[config.mk]
export PLATFORM = sky130hd
export DESIGN_NAME = prc_ctrl
export DESIGN_NICKNAME = d
export VERILOG_FILES = /design/src/hw/prc_pkg.sv /design/src/hw/prc_ctrl.sv
export SDC_FILE = /design/constraint.sdc
export NUM_CORES = 1
export LEC_CHECK = 0
export BUFFER_PORTS_ARGS = -buffer_cell sky130_fd_sc_hd__buf_2
export CAP_MARGIN = 10
export CORE_UTILIZATION = 40
export DETAILED_ROUTE_END_ITERATION = 10
export PLACE_DENSITY_LB_ADDON = 0.25
export SLEW_MARGIN = 30
export SYNTH_ARGS = -nofsm -noshare
export SYNTH_HDL_FRONTEND = slang
export SYNTH_SLANG_ARGS = --single-unit
[constraint.sdc]
create_clock -name core_clk -period 4.1 [get_ports core_clk]
set_clock_uncertainty 0.1 [all_clocks]
set_input_delay 0.205 -clock core_clk [delete_from_list [all_inputs] [get_ports core_clk]]
set_output_delay 0.205 -clock core_clk [all_outputs]
set_load 0.02 [all_outputs]
[src/hw/prc_pkg.sv]
// Purpose: constants for the transceiver reset, carrier, link and loopback control block
// Assumes: core_clk at 100 MHz, AXI4-Lite register access with 32-bit data
// Notes:   register offsets are byte addresses of aligned words
package prc_pkg;
   // clock
   localparam int unsigned CLK_MHZ            = 100;
   // timing, figures in their own units
   localparam int unsigned MAC_SLOW_US        = 16;
   localparam int unsigned LINK_SETTLE_US     = 330;
   localparam int unsigned SOFT_RESET_MAX_MS  = 500;
   localparam int unsigned MAC_SLOW_CYC       = MAC_SLOW_US * CLK_MHZ;
   localparam int unsigned LINK_SETTLE_CYC    = LINK_SETTLE_US * CLK_MHZ;
   localparam int unsigned SOFT_RESET_CYC_DEF = 64;
   // rmii-side rates: divide core clock to 2.5 MHz and 25 MHz enables
   localparam int unsigned DIV_SLOW           = CLK_MHZ * 10 / 25;
   localparam int unsigned DIV_FAST           = CLK_MHZ / 25;
   // register byte offsets
   localparam logic [7:0] REG_CTRL            = 8'h00;
   localparam logic [7:0] REG_STATUS          = 8'h04;
   localparam logic [7:0] REG_MODE            = 8'h08;
   // control register fields
   localparam int unsigned CTRL_SOFT_RESET    = 15;
   localparam int unsigned CTRL_LOOPBACK      = 14;
   localparam int unsigned CTRL_AUTONEG       = 12;
   localparam int unsigned CTRL_POWER_DOWN    = 11;
   localparam int unsigned CTRL_DUPLEX        = 8;
   localparam logic [31:0] CTRL_RESET         = 32'h0000_1000;
   // status register fields
   localparam int unsigned STAT_LINK          = 2;
   localparam int unsigned STAT_CARRIER       = 3;
   localparam int unsigned STAT_FAST_CLK      = 4;
   localparam int unsigned STAT_LINK_STATE    = 8;
   // mode register fields
   localparam int unsigned MODE_FAR_LOOP      = 9;
   localparam int unsigned MODE_REPEATER      = 8;
   localparam int unsigned MODE_SPEED10       = 4;
   localparam int unsigned MODE_ED_POWER_DOWN = 13;
   localparam int unsigned MODE_IMMUNE        = 0;
   localparam logic [31:0] MODE_RESET         = 32'h0000_0000;
   // axi responses
   localparam logic [1:0] RESP_OKAY           = 2'b00;
   localparam logic [1:0] RESP_SLVERR         = 2'b10;
   // 4b/5b code groups
   localparam logic [4:0] SYM_IDLE            = 5'h1f;
   localparam logic [4:0] SYM_J               = 5'h18;
   localparam logic [4:0] SYM_K               = 5'h11;
   localparam logic [4:0] SYM_T               = 5'h0d;
   localparam logic [4:0] SYM_R               = 5'h07;
   // carrier window
   localparam int unsigned CRS_SPAN           = 10;
   typedef enum logic [1:0] {PRC_LINK_DOWN, PRC_LINK_SETTLE, PRC_LINK_READY, PRC_LINK_UP} prc_link_e;
   typedef enum logic [2:0] {PRC_CS_IDLE, PRC_CS_PRE, PRC_CS_STREAM, PRC_CS_AFTER_T,
                             PRC_CS_AFTER_I} prc_cs_e;
endpackage

[src/hw/prc_ctrl.sv]
// Purpose: reset, carrier sense, link monitor and loopback steering of a 10/100 transceiver
// Assumes: one clock core_clk; line bits arrive one per rx_bit_valid pulse, unscrambled
// Notes:   registers over AXI4-Lite; bit-level coding and analog paths live outside
//
// Added by the designer: the AXI4-Lite register port and the placing of the registers.
`timescale 1ns/1ps
module prc_ctrl
   import prc_pkg::*;
#(
   parameter int unsigned SETTLE_CYC     = LINK_SETTLE_CYC,
   parameter int unsigned SOFT_RESET_CYC = SOFT_RESET_CYC_DEF
) (
   // clock and reset
   input  wire logic        core_clk,
   input  wire logic        rst,
   input  wire logic        hw_reset_n,
   // axi4-lite slave
   input  wire logic [7:0]  s_axi_awaddr,
   input  wire logic        s_axi_awvalid,
   output logic             s_axi_awready,
   input  wire logic [31:0] s_axi_wdata,
   input  wire logic [3:0]  s_axi_wstrb,
   input  wire logic        s_axi_wvalid,
   output logic             s_axi_wready,
   output logic [1:0]       s_axi_bresp,
   output logic             s_axi_bvalid,
   input  wire logic        s_axi_bready,
   input  wire logic [7:0]  s_axi_araddr,
   input  wire logic        s_axi_arvalid,
   output logic             s_axi_arready,
   output logic [31:0]      s_axi_rdata,
   output logic [1:0]       s_axi_rresp,
   output logic             s_axi_rvalid,
   input  wire logic        s_axi_rready,
   // line side inputs
   input  wire logic        line_valid,
   input  wire logic        autoneg_enable_grant,
   input  wire logic        link10_status,
   input  wire logic        rx_bit,
   input  wire logic        rx_bit_valid,
   input  wire logic        tx_active,
   // mac side data
   input  wire logic [1:0]  mac_txd,
   input  wire logic        mac_txen,
   input  wire logic [1:0]  line_rxd,
   input  wire logic        line_rx_valid,
   // outputs
   output logic             mac_clk_en,
   output logic             carrier_data_valid,
   output logic [1:0]       mac_rxd,
   output logic [1:0]       line_txd,
   output logic             line_txen,
   output logic             line_tx_power_en,
   output logic             link_activity_led,
   output logic             link_datapath_active,
   output logic             soft_reset_active
);
   // hardware reset pin synchroniser
   logic                     hwr_s1_r;
   logic                     hwr_s2_r;
   logic                     hw_rst;
   // software reset
   logic                     sreset_r;
   logic [31:0]              scnt_r;
   logic                     core_rst;
   // registers
   logic [31:0]              ctrl_r;
   logic [31:0]              mode_r;
   // axi
   logic                     aw_have_r;
   logic                     w_have_r;
   logic [7:0]               awaddr_r;
   logic [31:0]              wdata_r;
   logic [3:0]               wstrb_r;
   logic [31:0]              wmerged;
   logic [31:0]              rd_val;
   logic                     rd_hit;
   logic                     wr_fire;
   // link
   prc_link_e                link_r;
   logic [31:0]              lcnt_r;
   logic                     link100;
   logic                     link_ok;
   // carrier
   prc_cs_e                  cs_r;
   logic [CRS_SPAN-1:0]      win_r;
   logic [4:0]               sym_r;
   logic [2:0]               bcnt_r;
   logic [3:0]               ones_r;
   logic                     rx_carrier_r;
   logic                     crs;
   logic [CRS_SPAN-1:0]      win_nxt;
   logic [4:0]               sym_nxt;
   logic                     two_sep_zeros;
   // mac rate
   logic [31:0]              slow_cnt_r;
   logic                     fast_r;
   logic [7:0]               div_r;
   logic [7:0]               div_top;
   // led blink and loopback selects
   logic [23:0]              blink_r;
   logic                     far_loop;
   logic                     near_loop;

   always_ff @(posedge core_clk) begin
      hwr_s1_r <= hw_reset_n;
      hwr_s2_r <= hwr_s1_r;
   end
   // the pin is trusted low for its full minimum width by the host
   assign hw_rst   = rst | ~hwr_s2_r;
   assign core_rst = hw_rst | sreset_r;

   // axi write side
   assign s_axi_awready = ~aw_have_r & ~s_axi_bvalid;
   assign s_axi_wready  = ~w_have_r & ~s_axi_bvalid;
   assign wr_fire       = aw_have_r & w_have_r & ~s_axi_bvalid;
   always_ff @(posedge core_clk) begin
      if (rst) begin
         aw_have_r    <= 1'b0;
         w_have_r     <= 1'b0;
         awaddr_r     <= 8'h00;
         wdata_r      <= 32'h0000_0000;
         wstrb_r      <= 4'h0;
         s_axi_bvalid <= 1'b0;
         s_axi_bresp  <= RESP_OKAY;
      end else begin
         if (s_axi_awvalid && s_axi_awready) begin
            aw_have_r <= 1'b1;
            awaddr_r  <= s_axi_awaddr;
         end
         if (s_axi_wvalid && s_axi_wready) begin
            w_have_r <= 1'b1;
            wdata_r  <= s_axi_wdata;
            wstrb_r  <= s_axi_wstrb;
         end
         if (wr_fire) begin
            aw_have_r    <= 1'b0;
            w_have_r     <= 1'b0;
            s_axi_bvalid <= 1'b1;
            s_axi_bresp  <= (awaddr_r == REG_CTRL || awaddr_r == REG_MODE) ? RESP_OKAY : RESP_SLVERR;
         end else if (s_axi_bvalid && s_axi_bready) begin
            s_axi_bvalid <= 1'b0;
         end
      end
   end

   function automatic logic [31:0] merge(input logic [31:0] old, input logic [31:0] nw, input logic [3:0] st);
      logic [31:0] r;
      r = old;
      for (int i = 0; i < 4; i++) begin
         if (st[i]) r[i*8 +: 8] = nw[i*8 +: 8];
      end
      return r;
   endfunction

   // control register: power-down bits are plain storage, nothing resets on them
   always_ff @(posedge core_clk) begin
      if (core_rst) begin
         ctrl_r <= CTRL_RESET;
      end else if (wr_fire && awaddr_r == REG_CTRL) begin
         ctrl_r <= merge(ctrl_r, wdata_r, wstrb_r);
         ctrl_r[CTRL_SOFT_RESET] <= 1'b0;
      end
   end
   assign wmerged = merge(ctrl_r, wdata_r, wstrb_r);

   // mode register: immune bit survives soft reset
   always_ff @(posedge core_clk) begin
      if (hw_rst) begin
         mode_r <= MODE_RESET;
      end else if (sreset_r) begin
         mode_r <= MODE_RESET;
         mode_r[MODE_IMMUNE] <= mode_r[MODE_IMMUNE];
      end else if (wr_fire && awaddr_r == REG_MODE) begin
         mode_r <= merge(mode_r, wdata_r, wstrb_r);
      end
   end

   // soft reset: a fixed short pulse, far inside the half-second bound
   always_ff @(posedge core_clk) begin
      if (hw_rst) begin
         sreset_r <= 1'b0;
         scnt_r   <= 32'h0;
      end else if (sreset_r) begin
         if (scnt_r == SOFT_RESET_CYC - 1) begin
            sreset_r <= 1'b0;
            scnt_r   <= 32'h0;
         end else begin
            scnt_r <= scnt_r + 32'h1;
         end
      end else if (wr_fire && awaddr_r == REG_CTRL && wmerged[CTRL_SOFT_RESET]) begin
         sreset_r <= 1'b1;
      end
   end
   assign soft_reset_active = sreset_r;

   // axi read side
   always_comb begin
      rd_val = 32'h0;
      rd_hit = 1'b1;
      case (s_axi_araddr)
         REG_CTRL: begin
            rd_val = ctrl_r;
            rd_val[CTRL_SOFT_RESET] = sreset_r;
         end
         REG_STATUS: begin
            rd_val[STAT_LINK]       = link_ok;
            rd_val[STAT_CARRIER]    = crs;
            rd_val[STAT_FAST_CLK]   = fast_r;
            rd_val[STAT_LINK_STATE +: 2] = link_r;
         end
         REG_MODE: rd_val = mode_r;
         default:  rd_hit = 1'b0;
      endcase
   end
   assign s_axi_arready = ~s_axi_rvalid;
   always_ff @(posedge core_clk) begin
      if (rst) begin
         s_axi_rvalid <= 1'b0;
         s_axi_rdata  <= 32'h0;
         s_axi_rresp  <= RESP_OKAY;
      end else if (s_axi_arvalid && s_axi_arready) begin
         s_axi_rvalid <= 1'b1;
         s_axi_rdata  <= rd_val;
         s_axi_rresp  <= rd_hit ? RESP_OKAY : RESP_SLVERR;
      end else if (s_axi_rvalid && s_axi_rready) begin
         s_axi_rvalid <= 1'b0;
      end
   end

   // link monitor
   always_ff @(posedge core_clk) begin
      if (core_rst || !line_valid) begin
         link_r <= PRC_LINK_DOWN;
         lcnt_r <= 32'h0;
      end else begin
         case (link_r)
            PRC_LINK_DOWN: begin
               link_r <= PRC_LINK_SETTLE;
               lcnt_r <= 32'h1;
            end
            PRC_LINK_SETTLE: begin
               if (lcnt_r >= SETTLE_CYC) begin
                  link_r <= ctrl_r[CTRL_AUTONEG] ? PRC_LINK_READY : PRC_LINK_UP;
               end else begin
                  lcnt_r <= lcnt_r + 32'h1;
               end
            end
            PRC_LINK_READY: if (autoneg_enable_grant || !ctrl_r[CTRL_AUTONEG]) link_r <= PRC_LINK_UP;
            PRC_LINK_UP: link_r <= PRC_LINK_UP;
            default: link_r <= PRC_LINK_DOWN;
         endcase
      end
   end
   assign link100 = (link_r == PRC_LINK_UP) && line_valid;
   assign link_ok = mode_r[MODE_SPEED10] ? link10_status : link100;
   assign link_datapath_active = link100;

   // carrier detection on unscrambled code bits
   assign win_nxt = {win_r[CRS_SPAN-2:0], rx_bit};
   assign sym_nxt = {sym_r[3:0], rx_bit};
   always_comb begin
      two_sep_zeros = 1'b0;
      for (int i = 0; i < CRS_SPAN; i++) begin
         for (int j = i + 2; j < CRS_SPAN; j++) begin
            if (!win_nxt[i] && !win_nxt[j]) two_sep_zeros = 1'b1;
         end
      end
   end
   always_ff @(posedge core_clk) begin
      if (core_rst) begin
         cs_r         <= PRC_CS_IDLE;
         win_r        <= {CRS_SPAN{1'b1}};
         sym_r        <= SYM_IDLE;
         bcnt_r       <= 3'h0;
         ones_r       <= 4'h0;
         rx_carrier_r <= 1'b0;
      end else if (rx_bit_valid) begin
         win_r  <= win_nxt;
         sym_r  <= sym_nxt;
         ones_r <= rx_bit ? ((ones_r == 4'(CRS_SPAN)) ? ones_r : ones_r + 4'h1) : 4'h0;
         case (cs_r)
            PRC_CS_IDLE: if (two_sep_zeros) begin
               cs_r         <= PRC_CS_PRE;
               rx_carrier_r <= 1'b1;
               bcnt_r       <= 3'h0;
            end
            PRC_CS_PRE: begin
               if (rx_bit && ones_r == 4'(CRS_SPAN - 1)) begin
                  cs_r         <= PRC_CS_IDLE;
                  rx_carrier_r <= 1'b0;
               end else if (win_nxt == {SYM_J, SYM_K}) begin
                  cs_r   <= PRC_CS_STREAM;
                  bcnt_r <= 3'h0;
               end
            end
            default: begin
               // stream states walk one symbol per five bits
               if (bcnt_r == 3'h4) begin
                  bcnt_r <= 3'h0;
                  if (cs_r == PRC_CS_STREAM) begin
                     if (sym_nxt == SYM_T || sym_nxt == SYM_IDLE) begin
                        rx_carrier_r <= 1'b0;
                        cs_r <= (sym_nxt == SYM_T) ? PRC_CS_AFTER_T : PRC_CS_AFTER_I;
                     end
                  end else if ((cs_r == PRC_CS_AFTER_T && sym_nxt == SYM_R) ||
                               (cs_r == PRC_CS_AFTER_I && sym_nxt == SYM_IDLE)) begin
                     cs_r <= PRC_CS_IDLE;
                     // drop delimiter zeros, else idle retriggers
                     win_r <= {CRS_SPAN{1'b1}};
                  end else begin
                     rx_carrier_r <= 1'b1;
                     cs_r         <= PRC_CS_STREAM;
                  end
               end else begin
                  bcnt_r <= bcnt_r + 3'h1;
               end
            end
         endcase
      end
   end
   assign crs = (mode_r[MODE_REPEATER] || ctrl_r[CTRL_DUPLEX]) ? rx_carrier_r
                : (rx_carrier_r | tx_active);

   // mac clock rate after reset
   always_ff @(posedge core_clk) begin
      if (core_rst) begin
         slow_cnt_r <= 32'h0;
         fast_r     <= 1'b0;
      end else if (slow_cnt_r < MAC_SLOW_CYC) begin
         slow_cnt_r <= slow_cnt_r + 32'h1;
      end else begin
         fast_r <= ctrl_r[CTRL_AUTONEG];
      end
   end
   assign div_top = fast_r ? 8'(DIV_FAST - 1) : 8'(DIV_SLOW - 1);
   always_ff @(posedge core_clk) begin
      if (core_rst || div_r >= div_top) div_r <= 8'h00;
      else div_r <= div_r + 8'h01;
   end
   always_ff @(posedge core_clk) begin
      if (core_rst) mac_clk_en <= 1'b0;
      else mac_clk_en <= (div_r == div_top);
   end

   // loopback steering and outputs
   assign near_loop = ctrl_r[CTRL_LOOPBACK];
   assign far_loop  = mode_r[MODE_FAR_LOOP];
   always_ff @(posedge core_clk) begin
      if (core_rst) begin
         mac_rxd            <= 2'b00;
         line_txd           <= 2'b00;
         line_txen          <= 1'b0;
         line_tx_power_en   <= 1'b0;
         carrier_data_valid <= 1'b0;
         blink_r            <= 24'h0;
         link_activity_led  <= 1'b0;
      end else begin
         blink_r <= blink_r + 24'h1;
         link_activity_led <= link_ok & ~(crs & blink_r[23]);
         line_tx_power_en  <= ~near_loop;
         if (far_loop) begin
            line_txd           <= line_rxd;
            line_txen          <= line_rx_valid;
            mac_rxd            <= 2'b00;
            carrier_data_valid <= 1'b0;
         end else if (near_loop) begin
            line_txd           <= 2'b00;
            line_txen          <= 1'b0;
            mac_rxd            <= mac_txd;
            carrier_data_valid <= mac_txen;
         end else begin
            line_txd           <= mac_txd;
            line_txen          <= mac_txen & link100;
            mac_rxd            <= line_rxd;
            carrier_data_valid <= crs;
         end
      end
   end
endmodule

# Word-level counts from Yosys, hierarchy flattened
# Index checks and enable logic that the tools add are counted.
dict set report word_totals {
  reg_bits 314
  wordCells 290
}
dict set report classes {
  add_sub_neg 7
  n_eq_ne 30
  bitwise_logic 18
  reduce_logical 95
  magnitude_cmp 3
  mux 95
}
# operator count
set op_table {}
lappend op_table {{$add 32x1->32 const B} 3}
lappend op_table {{$mux 32} 2}
lappend op_table {{$pmux 32 s2} 1}
lappend op_table {{$mux 1} 56}
lappend op_table {{$logic_and 1x1->1} 48}
lappend op_table {{$pmux 22 s2} 1}
lappend op_table {{$mux 9} 4}
lappend op_table {{$mux 3} 11}
lappend op_table {{$eq 32x6->1 const B} 1}
lappend op_table {{$ge 32x16->1 const B} 1}
lappend op_table {{$lt 32x11->1 const B} 1}
lappend op_table {{$add 24x1->24 const B} 1}
lappend op_table {{$reduce_and 2->1} 11}
lappend op_table {{$pmux 3 s2} 3}
lappend op_table {{$eq 8x4->1 const B} 2}
lappend op_table {{$logic_not 8->1} 2}
lappend op_table {{$mux 2} 8}
lappend op_table {{$ne 2x2->1 const B} 8}
lappend op_table {{$logic_not 1->1} 12}
lappend op_table {{$eq 10x10->1 const B} 1}
lappend op_table {{$pmux 3 s3} 1}
lappend op_table {{$add 8x1->8 const B} 1}
lappend op_table {{$eq 4x4->1 const B} 2}
lappend op_table {{$eq 8x3->1 const B} 1}
lappend op_table {{36 further kinds} 66}

# Depth between registers and ports, before layout
# Gate-level depths: netlist of the first run.
dict set report depth {
  word_depth 40
  mapped_depth 7
}

# Worst setup path after synthesis of the first run
# OpenSTA, ideal clock, no wires.
dict set report synth_timing {
  path_type {reg2reg}
  startpoint {register cs_r[2]}
  endpoint {register rx_carrier_r}
  path_buffers 1
  t_required_ps 3884
  synth_period_minus_slack_ps 2038
  stages_incl_launch_ff 7
  slack_ps 2062
  setup_ps 116
  t_arrival_ps 1821
  path_cell_list {dfxtp_1 > buf_2 > or3_1 > or4_4 > o31ai_4 > nor3_1 > o211a_1}
}
dict set report synth_via {
  elab_chain_cells 5
  word_cells_on_any_way 17
  cone_classes {eq/ne (8); mux (3); reduce/logical (6)}
}
# element line
set synth_rtl {}
lappend synth_rtl {{from (decl)} prc_ctrl.sv:85} ;# prc_cs_e cs_r;
lappend synth_rtl {{from (signal assigned)} prc_ctrl.sv:304} ;# cs_r <= (sym_nxt == SYM_T) ? PRC_CS_AFTER_T : PRC_CS_AFTER_I;
lappend synth_rtl {{$eq 3x2->1 / $eq 3x3->1 (equally long branches)} {prc_ctrl.sv:306, prc_ctrl.sv:307}}
lappend synth_rtl {{$logic_and 1x1->1 (on tied branches)} {prc_ctrl.sv:306, prc_ctrl.sv:307}}
lappend synth_rtl {{$logic_or 1x1->1} prc_ctrl.sv:306} ;# end else if ((cs_r == PRC_CS_AFTER_T && sym_nxt == SYM_R) ||
lappend synth_rtl {{$ne 4x2->1 (no source line)} --}
lappend synth_rtl {{$reduce_and 6->1 (no source line)} --}
lappend synth_rtl {{to (signal assigned)} prc_ctrl.sv:291} ;# rx_carrier_r <= 1'b0;
lappend synth_rtl {{to (signal assigned)} prc_ctrl.sv:303} ;# rx_carrier_r <= 1'b0;
lappend synth_rtl {{to (signal assigned)} prc_ctrl.sv:312} ;# rx_carrier_r <= 1'b1;
lappend synth_rtl {{to (decl)} prc_ctrl.sv:90} ;# logic rx_carrier_r;
# Parallel ways exist; a longest one is shown, timed or not. The select of a mux whose other input is x is not followed.
# A chain may end at the register's enable or synchronous reset.

# Worst setup path in the final report of the first run
dict set report layout_timing {
  startpoint {register sreset_r, in the netlist soft_reset_active}
  endpoint {register div_r[5]}
}
dict set report layout_via {
  elab_chain_cells 2
}
# element line
set layout_rtl {}
lappend layout_rtl {{from (decl)} prc_ctrl.sv:63} ;# logic sreset_r;
lappend layout_rtl {{from (signal assigned)} prc_ctrl.sv:182} ;# sreset_r <= 1'b0;
lappend layout_rtl {{from (signal assigned)} prc_ctrl.sv:186} ;# sreset_r <= 1'b0;
lappend layout_rtl {{from (signal assigned)} prc_ctrl.sv:192} ;# sreset_r <= 1'b1;
lappend layout_rtl {{$or 1x1->1} prc_ctrl.sv:111} ;# assign core_rst = hw_rst | sreset_r;
lappend layout_rtl {{$logic_or 1x1->1} prc_ctrl.sv:338} ;# if (core_rst || div_r >= div_top) div_r <= 8'h00;
lappend layout_rtl {{to (signal assigned)} prc_ctrl.sv:339} ;# else div_r <= div_r + 8'h01;
lappend layout_rtl {{to (decl)} prc_ctrl.sv:98} ;# logic [7:0] div_r;
# Every way passes these cells.

==> run summary, run 1 <==
The run finished with clean final reports. The routed via count divided by cell count came out at 5.25. The final number of max-transition violations was 0. Detailed placement ended at an HPWL of 20.6 mm. The number of buffers between clock root and the deepest sink is 3.

For this block, the via count after detailed routing is 10700. The most used routing layer in global routing was met2. The placement-stage worst setup slack was 1.62 ns; the headroom to the max-slew limit was 0.357.

The final weighted congestion in routability-driven placement is 0.795, and the biggest fanout along the worst timing path is 46. The insertion delay to the later sink of the worst-skew pair came out at 0.50 ns. Sorting the synthesized cells by area gives the leading types as dfxtp_1 50%, nand2_1 8.5%, a21oi_1 5.8%, nor2_1 4.2%, and3_1 2.1%. The logs give 1.59 ns for the worst path setup slack after routing and 5 for the number of detailed-route iterations in the first pass. Count of port buffers added during placement: 121. Minimum clock period after layout: 2.51 ns. The part of the power in combinational logic was 0.059.

STA classifies the critical path startpoint as a flip-flop. The logs give 0.407 for the starting utilization of the core area and 6.71 mW for the total power. TritonCTS built the clock tree. Number of failing setup endpoints in the final timing report: 0. The fraction of the yosys area taken by sequential cells came out at 0.502.

CTS saw 312 sinks. After clock tree synthesis, the clock-pin slew on the worst setup and hold paths is 0.06 ns. The floorplan step defined a core boundary enclosing 30600 µm².

The tools report the library cell used as clock root buffer as clkbuf_16. Initial antenna violation count: 3. The tools report the via count of the first global-routing pass as 10100. The average instance in the mapped netlist occupies 8.45 µm². At the pin with the least slew margin, the transition time is 0.965 ns.

The leading area contributor after synthesis is dfxtp_1. The first global-routing pass estimated 50.3 mm of wire. For this run, the top clock speed supported by timing is 398 MHz. For the number of instances in the synthesized netlist, the log shows 1472.

For the met1 global-route usage, the log shows 0.264. The netlist uses 65 different library cells. The depth of the CTS H-tree was 2; the flip-flop and latch count after synthesis was 312.

After detailed routing, the number of remaining DRC violations is 0. The critical path goes through clkinv_1 -> buf_4 -> nand2_4 -> or3_1 -> a211o_1 -> nor2_1. The net switching fraction of the power was 0.225; the number of placed I/O pins was 124. The nature of the critical path endpoint is a flip-flop. Cell internal power was estimated by the tool at 5.21 mW. The delay of the slowest cell on the worst path came out at 0.74 ns.

Path type of the worst min-delay path: in -> reg. The die span in y works out to 178 µm. The fraction of met3 tracks used by global routing is 0.0350, and the detailed-route wire length is 31.1 mm.

The synthesis warning total is 0. The power per cell area was 443 nW/µm²; the number of maximum-capacitance violations was 0. The floorplan step defined a die boundary enclosing 31800 µm². Once detail routing completed, the nets flagged for antenna violations numbered 0. The tools report the largest net degree at the start of global routing as 83.

In the final routed layout, each cell accounts on average for 15.2 µm. The logs give 0.195 for the total track usage and 36 for the total CTS buffers. The tools report the final number of hold-violating endpoints as 0.

In this run, synthesis inferred 0 flip-flops with an integrated enable. The type of the worst setup path is reg -> reg. STA puts the critical path data required time at 4.38 ns. The fraction of layout instances using a drive strength above 1 works out to 0.126.

The share of the cycle needed by the critical path after routing was 0.612; the switching power was 1.51 mW. The part of the power in registers was 0.469; the static power due to leakage was 5.73 nW. From left edge to right edge, the die measures 178 µm. The share of total power in the clock network was 0.472. The number of rows in the core area came out at 64. The total overflow left after global routing is 0. Setup repair after global routing left no endpoint under its margin.

The post-cts resize count came out at 0. In this run the post-CTS setup repair buffer count came out at 0. Dominant register cell in the synthesized netlist: dfxtp_1. Critical path's slowest cell: dfxtp_1. The area growth from synthesis to layout is 22.0%. Setup total negative slack on the finished layout was measured at 0 ns. The fraction of registers with async set or reset after synthesis is 0, and the post-synthesis cell area is 12400 µm².

The tools report the global routing met2 resource utilization as 0.316. The area fraction of the dominant cell type after synthesis is 0.502, and the post-layout net count is 1708. Largest vdd supply drop: 0.214 mV. The endpoint arrival time on the critical path was 2.79 ns. The DRC marker count from the first detailed-route iteration came out at 685.
## repair_timing
item | 4_1_cts | 5_1_grt
endpoints found under the hold margin | 53 | 0
hold buffers | 57 | 0
setup endpoints to repair | 0 | 0
## registers in the layout, indices dropped and copies added, names as in the netlist, 24 cells and up
register and count:
blink_r 24, ctrl_r 31, lcnt_r 32, mode_r 32, s_axi_rdata 32, scnt_r 32
slow_cnt_r 32, wdata_r 32
## worst max-delay path: cells and delay by family, from the launching register on
kind                   cells  cell delay [ns]
AOI/OAI and AO/OA          1             0.23
DFF                        1             0.74
and+or+nand+nor            3             0.70
buffers and inverters      2             0.59
## power groups by stage
stage	Combinational, mW	Sequential, mW	Clock [mW]
after floorplan	0.203	3.23	0
after global placement	0.354	3.21	0
after detailed placement	0.358	3.21	0
after CTS	0.400	3.15	3.25
after global routing	0.442	3.15	3.39
final	0.399	3.15	3.17
## cells in the final DEF, fill, tap and decap left out, types with 4 or more instances in the layout
cell type and instances:
buf_2 121, dfxtp_1 312, o22ai_1 4, and2_1 28
a41oi_1 4, clkbuf_8 13, or4_1 7, nand3_1 47
nand2b_1 6, or3_1 21, ha_1 13, o31ai_1 4
nand4_1 34, xor2_1 27, a221oi_1 27, dlygate4sd3_1 57
a22oi_1 8, nor2b_1 4, a31oi_1 7, nand2_1 280
nor2_1 138, and3_1 41, clkbuf_1 10, nor4_1 27
a31o_2 4, clkbuf_16 37, inv_1 23, and4_1 8
o21ai_0 27, xnor2_1 27, mux2i_1 21, nor3_1 47
a21oi_1 144, buf_4 9, o21ai_1 4
## synthesized netlist by cell type, drive strengths merged, types with 5 or more instances
| master | instances |
|---|---|
| a21oi | 144 |
| a221oi | 27 |
| a22oi | 8 |
| a31oi | 8 |
| and2 | 28 |
| and3 | 41 |
| and4 | 9 |
| buf | 11 |
| clkbuf | 68 |
| dfxtp | 312 |
| ha | 13 |
| inv | 23 |
| mux2i | 21 |
| nand2 | 281 |
| nand2b | 6 |
| nand3 | 48 |
| nand4 | 35 |
| nor2 | 138 |
| nor2b | 5 |
| nor3 | 48 |
| nor4 | 31 |
| o21ai | 31 |
| o31ai | 5 |
| or3 | 21 |
| or4 | 8 |
| xnor2 | 27 |
| xor2 | 27 |
## logic make-up (layout without fill, tap and decap cells)
kind of cell             Yosys count  after routing  share of synthesized area
AND/OR/NAND/NOR                  709            709                      0.270
flip-flops                       312            312                      0.502
AO/OA/AOI/OAI                    259            259                      0.127
buffers and inverters            103            278                     0.0323
XOR/XNOR                          54             54                     0.0380
multiplexers                      21             21                     0.0169
adder cells (fa/ha/maj)           13             13                     0.0131
other                              1              5                   0.000301
## routing by layer
layer / share of wire / up-vias
li1: - / 5435
met1: 0.48 / 5074
met2: 0.46 / 188
met3: 0.040 / 44
met4: 0.016 / 2
met5: 0.00042 / -
## area by class of cell
| class | count | area [µm²] |
|---|---|---|
| antenna | 2 | 5.00 |
| sequential | 312 | 6250 |
| inverter | 24 | 90.1 |
| tap | 396 | 495 |
| clock buffer | 60 | 1140 |
| clock inverter | 4 | 50.0 |
| fill | 2966 | 15400 |
| timing repair buffer | 190 | 1290 |
| multi-input combinational | 1059 | 5850 |
## worst paths after layout
kind	to	slack [ns]	cells after the start	startpoint
worst max-delay path	div_r[5]	1.59	6	soft_reset_active
worst min-delay path	sym_r[0]	0.06	3	rx_bit
worst max register to register	div_r[5]	1.59	6	soft_reset_active
worst min register to register	hwr_s2_r	0.30	0	hwr_s1_r
## per-stage QoR
step / instances / util / instance area [µm²] / hold WS, ns
final: 2047 / 0.496 / 15200 / 0.0576
after global routing: 2046 / 0.496 / 15200 / 0.0591
after CTS: 2045 / 0.495 / 15100 / 0.0236
after detailed placement: 1924 / 0.438 / 13400 / 0.212
after floorplan: 1474 / - / 12400 / 0.133
after global placement: 1922 / 0.437 / 13400 / 0.209
(Power assumes the default switching activity.)
==> run 2: changes to the inputs <==
clock period = 2.5 ns   (was 4.1 ns; I/O delays follow)
==> run 2 against run 1 <==
Via count rose by 0.74%. First-iteration DRC count rose by 1.0%. Sequential power rose by 64%. Critical endpoint is now lcnt_r[14].
==> run summary, run 2 (synthesis gave the netlist of run 1 again) <==
The run finished with clean final reports. The endpoint arrival time on the critical path was 2.68 ns (-0.11 ns); the routed via count divided by cell count was 5.21 (-0.66%). Residual DRC count: 0 (unchanged).

The run gives 5 (unchanged) as the number of detailed-route iterations in the first pass. Reg-to-reg critical path startpoint: lcnt_r[16]. STA classifies the critical path endpoint as a flip-flop. The detailed placement HPWL came out at 20.9 mm (+1.5%). The number of buffers between clock root and the deepest sink is 3 (unchanged). The logic depth of the worst register-to-register path was 5 (-1); the headroom to the max-slew limit was 0.392 (+0.0357). The run gives 64 (unchanged) as the number of rows in the core area. The depth of the CTS H-tree is 2 (unchanged). The internal reg-to-reg setup slack came out at 0.15 ns (-1.44 ns). Library cell used as clock root buffer: clkbuf_16. The biggest fanout along the worst timing path came out at 25 (-46%). The met1 global-route usage is 0.270 (+0.00621), and the minimum clock period after layout is 2.35 ns (-0.157 ns).

The tools report the post-route antenna net violation count as 0 (unchanged). The number of cells in the design after placement was 1942 (+0.94%). The run gives 0.833 (+4.8%) as the final weighted congestion in routability-driven placement. The global-route wire length before repair was 50.6 mm (+0.55%); the net switching fraction of the power was 0.223 (-0.00174). The worst hold path terminates at s_axi_rdata[4]. Leaving out fill and tap cells, the most frequent cell in the layout is dfxtp_1.

The critical path's slowest cell is o32a_1. Share of total power in the clock network: 0.467 (-0.005). The initial antenna violation count was 0 (-3). The detail-routed net length per standard cell works out to 15.0 µm (-1.0%). The overall via count from detail_route came out at 10800 (+0.74%). The global routing met2 resource utilization was 0.315 (-0.000484); the power per cell area was 712 nW/µm² (+61%). The area growth from synthesis to layout was 23.8%. The total track usage is 0.196 (+0.00102), and the switching power is 2.44 mW (+62%).

The logs give 0.063 (+0.004) for the part of the power in combinational logic and 10100 (-0.33%) for the via count of the first global-routing pass. The number of buffers and inverters on the critical path is 0 (-2). Walking the worst path, the cells encountered are nor4_1 -> nand3_1 -> o32a_1 -> or4_1 -> a21oi_1. The worst hold path begins at s_axi_araddr[2].

The logs give 0.407 (unchanged) for the starting utilization of the core area and 0 (unchanged) for the final number of hold-violating endpoints. The largest net degree at the start of global routing is 82 (-1.2%), and the share of the cycle needed by the critical path after routing is 0.942 (+0.329). The path class of the tightest hold or removal check is in -> reg. The critical path launch point type is a flip-flop. The tools report the number of placed I/O pins as 124 (unchanged). The most used routing layer in global routing is met2. Setup repair after global routing left no endpoint under its margin. Broken down by cell family, the worst path's largest delay share belongs to simple AND/OR/NAND/NOR gates.

TritonCTS built the clock tree. The total CTS buffers came out at 35 (-2.8%). For the aggregate negative setup slack, the log shows 0 ns (unchanged). The number of clock sinks seen by CTS is 312 (unchanged), and the number of cells on the worst hold path is 4 (+1).

The logs give 11.0 mW (+63%) for the total power and 0 (-2) for the number of antenna diodes. Fraction of layout instances using a drive strength above 1: 0.133 (+0.00720). The delay of the slowest cell on the worst path was 0.62 ns (-0.12 ns); the static power due to leakage was 5.89 nW (+2.8%).

The run gives 0 (unchanged) as the number of failing setup endpoints in the final timing report. The tools report the number of standard cells in the layout, taps in and fillers out as 2076 (+1.4%). The width of the chip was 178 µm (unchanged); the slew of the pin with the lowest slew margin was 0.912 ns (-0.0535 ns). Number of maximum-capacitance violations: 0 (unchanged).

The die span in y is 178 µm (unchanged), and the count of port buffers added during placement is 121 (unchanged). The required time reported for the critical path endpoint was 2.83 ns (-1.55 ns); the post-layout net count was 1741 (+1.9%). The core area was 30600 µm² (unchanged).

The insertion delay to the later sink of the worst-skew pair was 0.51 ns (about the same); the detailed-route wire length was 31.2 mm (+0.40%). For the largest vdd supply drop, the log shows 0.455 mV (+110%). The post-route core utilization was 0.503 (+0.00736). The top cell types in the final layout, fill and taps aside, are 312 x dfxtp_1, 280 x nand2_1, 144 x a21oi_1. The cell-internal power is 8.52 mW (+64%). The clock transition at the registers of the reported paths came out at 0.05 ns (about the same).

The logs give 0.0305 (-0.00448) for the fraction of met3 tracks used by global routing and 31800 µm² (unchanged) for the floorplan die area. Maximum operating frequency: 425 MHz (+6.7%). The worst register-to-register path ends at lcnt_r[14]. The run gives 0 (unchanged) as the post-cts resize count. The DRC marker count from the first detailed-route iteration is 692 (+1.0%). The final number of max-transition violations came out at 0 (unchanged). The tools report the part of the power in registers as 0.470 (about the same). Type of the worst setup path: reg -> reg. The aggregate global routing overflow came out at 0 (unchanged).
-- run 2: changes by cell type in the layout (fill, tap and decap cells not counted), sizes merged, moves of 2 or more --
cell and change:
buf +18, clkbuf -8, clkinv +5, diode -2
dlygate4sd3 +16
-- run 2: cell type report --
cell class | count | area, µm²
fill | 2940 | 15200
sequential | 312 | 6250
multi-input combinational | 1059 | 5820
timing repair buffer | 224 | 1570
clock buffer | 52 | 1070
tap | 396 | 495
clock inverter | 9 | 97.6
inverter | 24 | 90.1
-- run 2: repair_timing --
item | in CTS | in global routing
setup buffers | 0 | 0
endpoints found under the hold margin | 65 | 0
hold buffers | 73 | 0
endpoints found under the setup margin | 0 | 0
-- run 2: worst max path at each step --
stage	endpoint	slack [ns]	depth (start not counted)	from
2_1_floorplan	rx_carrier_r	0.46	6	cs_r[2]
3_3_place_gp	lcnt_r[14]	0.19	5	lcnt_r[16]
3_5_place_dp	lcnt_r[14]	0.16	5	lcnt_r[16]
4_1_cts	lcnt_r[14]	0.15	5	lcnt_r[16]
5_1_grt	lcnt_r[14]	0.008	5	lcnt_r[16]
6_report	lcnt_r[14]	0.15	5	lcnt_r[16]
-- run 2: metrics by stage --
stage / instance area (µm²) / setup slack [ns] / hold slack, ns
5_1_grt: 15400 / 0.00844 / 0.0994
6_report: 15400 / 0.146 / 0.0638
4_1_cts: 15400 / 0.153 / 0.0535
3_3_place_gp: 13500 / 0.191 / 0.135
2_1_floorplan: 12400 / 0.462 / 0.0527
3_5_place_dp: 13500 / 0.156 / 0.131
-- run 2: layer usage --
| layer | part of all wire | routed length [µm] |
|---|---|---|
| met4 | 0.020 | 617 |
| met2 | 0.46 | 14400 |
| met3 | 0.040 | 1260 |
| met5 | 0 | 0 |
| met1 | 0.48 | 14900 |
-- run 2: worst register-to-register path, delay by kind of cell (launching register included) --
family          cells  cell delay, ns
flops               1            0.30
simple gates        3            1.12
compound gates      2            0.76
-- run 2: power by group through the flow --
stage               clock, mW  combinational (mW)  sequential [mW]
floorplan                   0               0.333             5.29
global placement            0               0.597             5.26
detailed placement          0               0.604             5.26
CTS                      5.26               0.692             5.16
global route             5.46               0.763             5.17
finish                   5.12               0.690             5.16
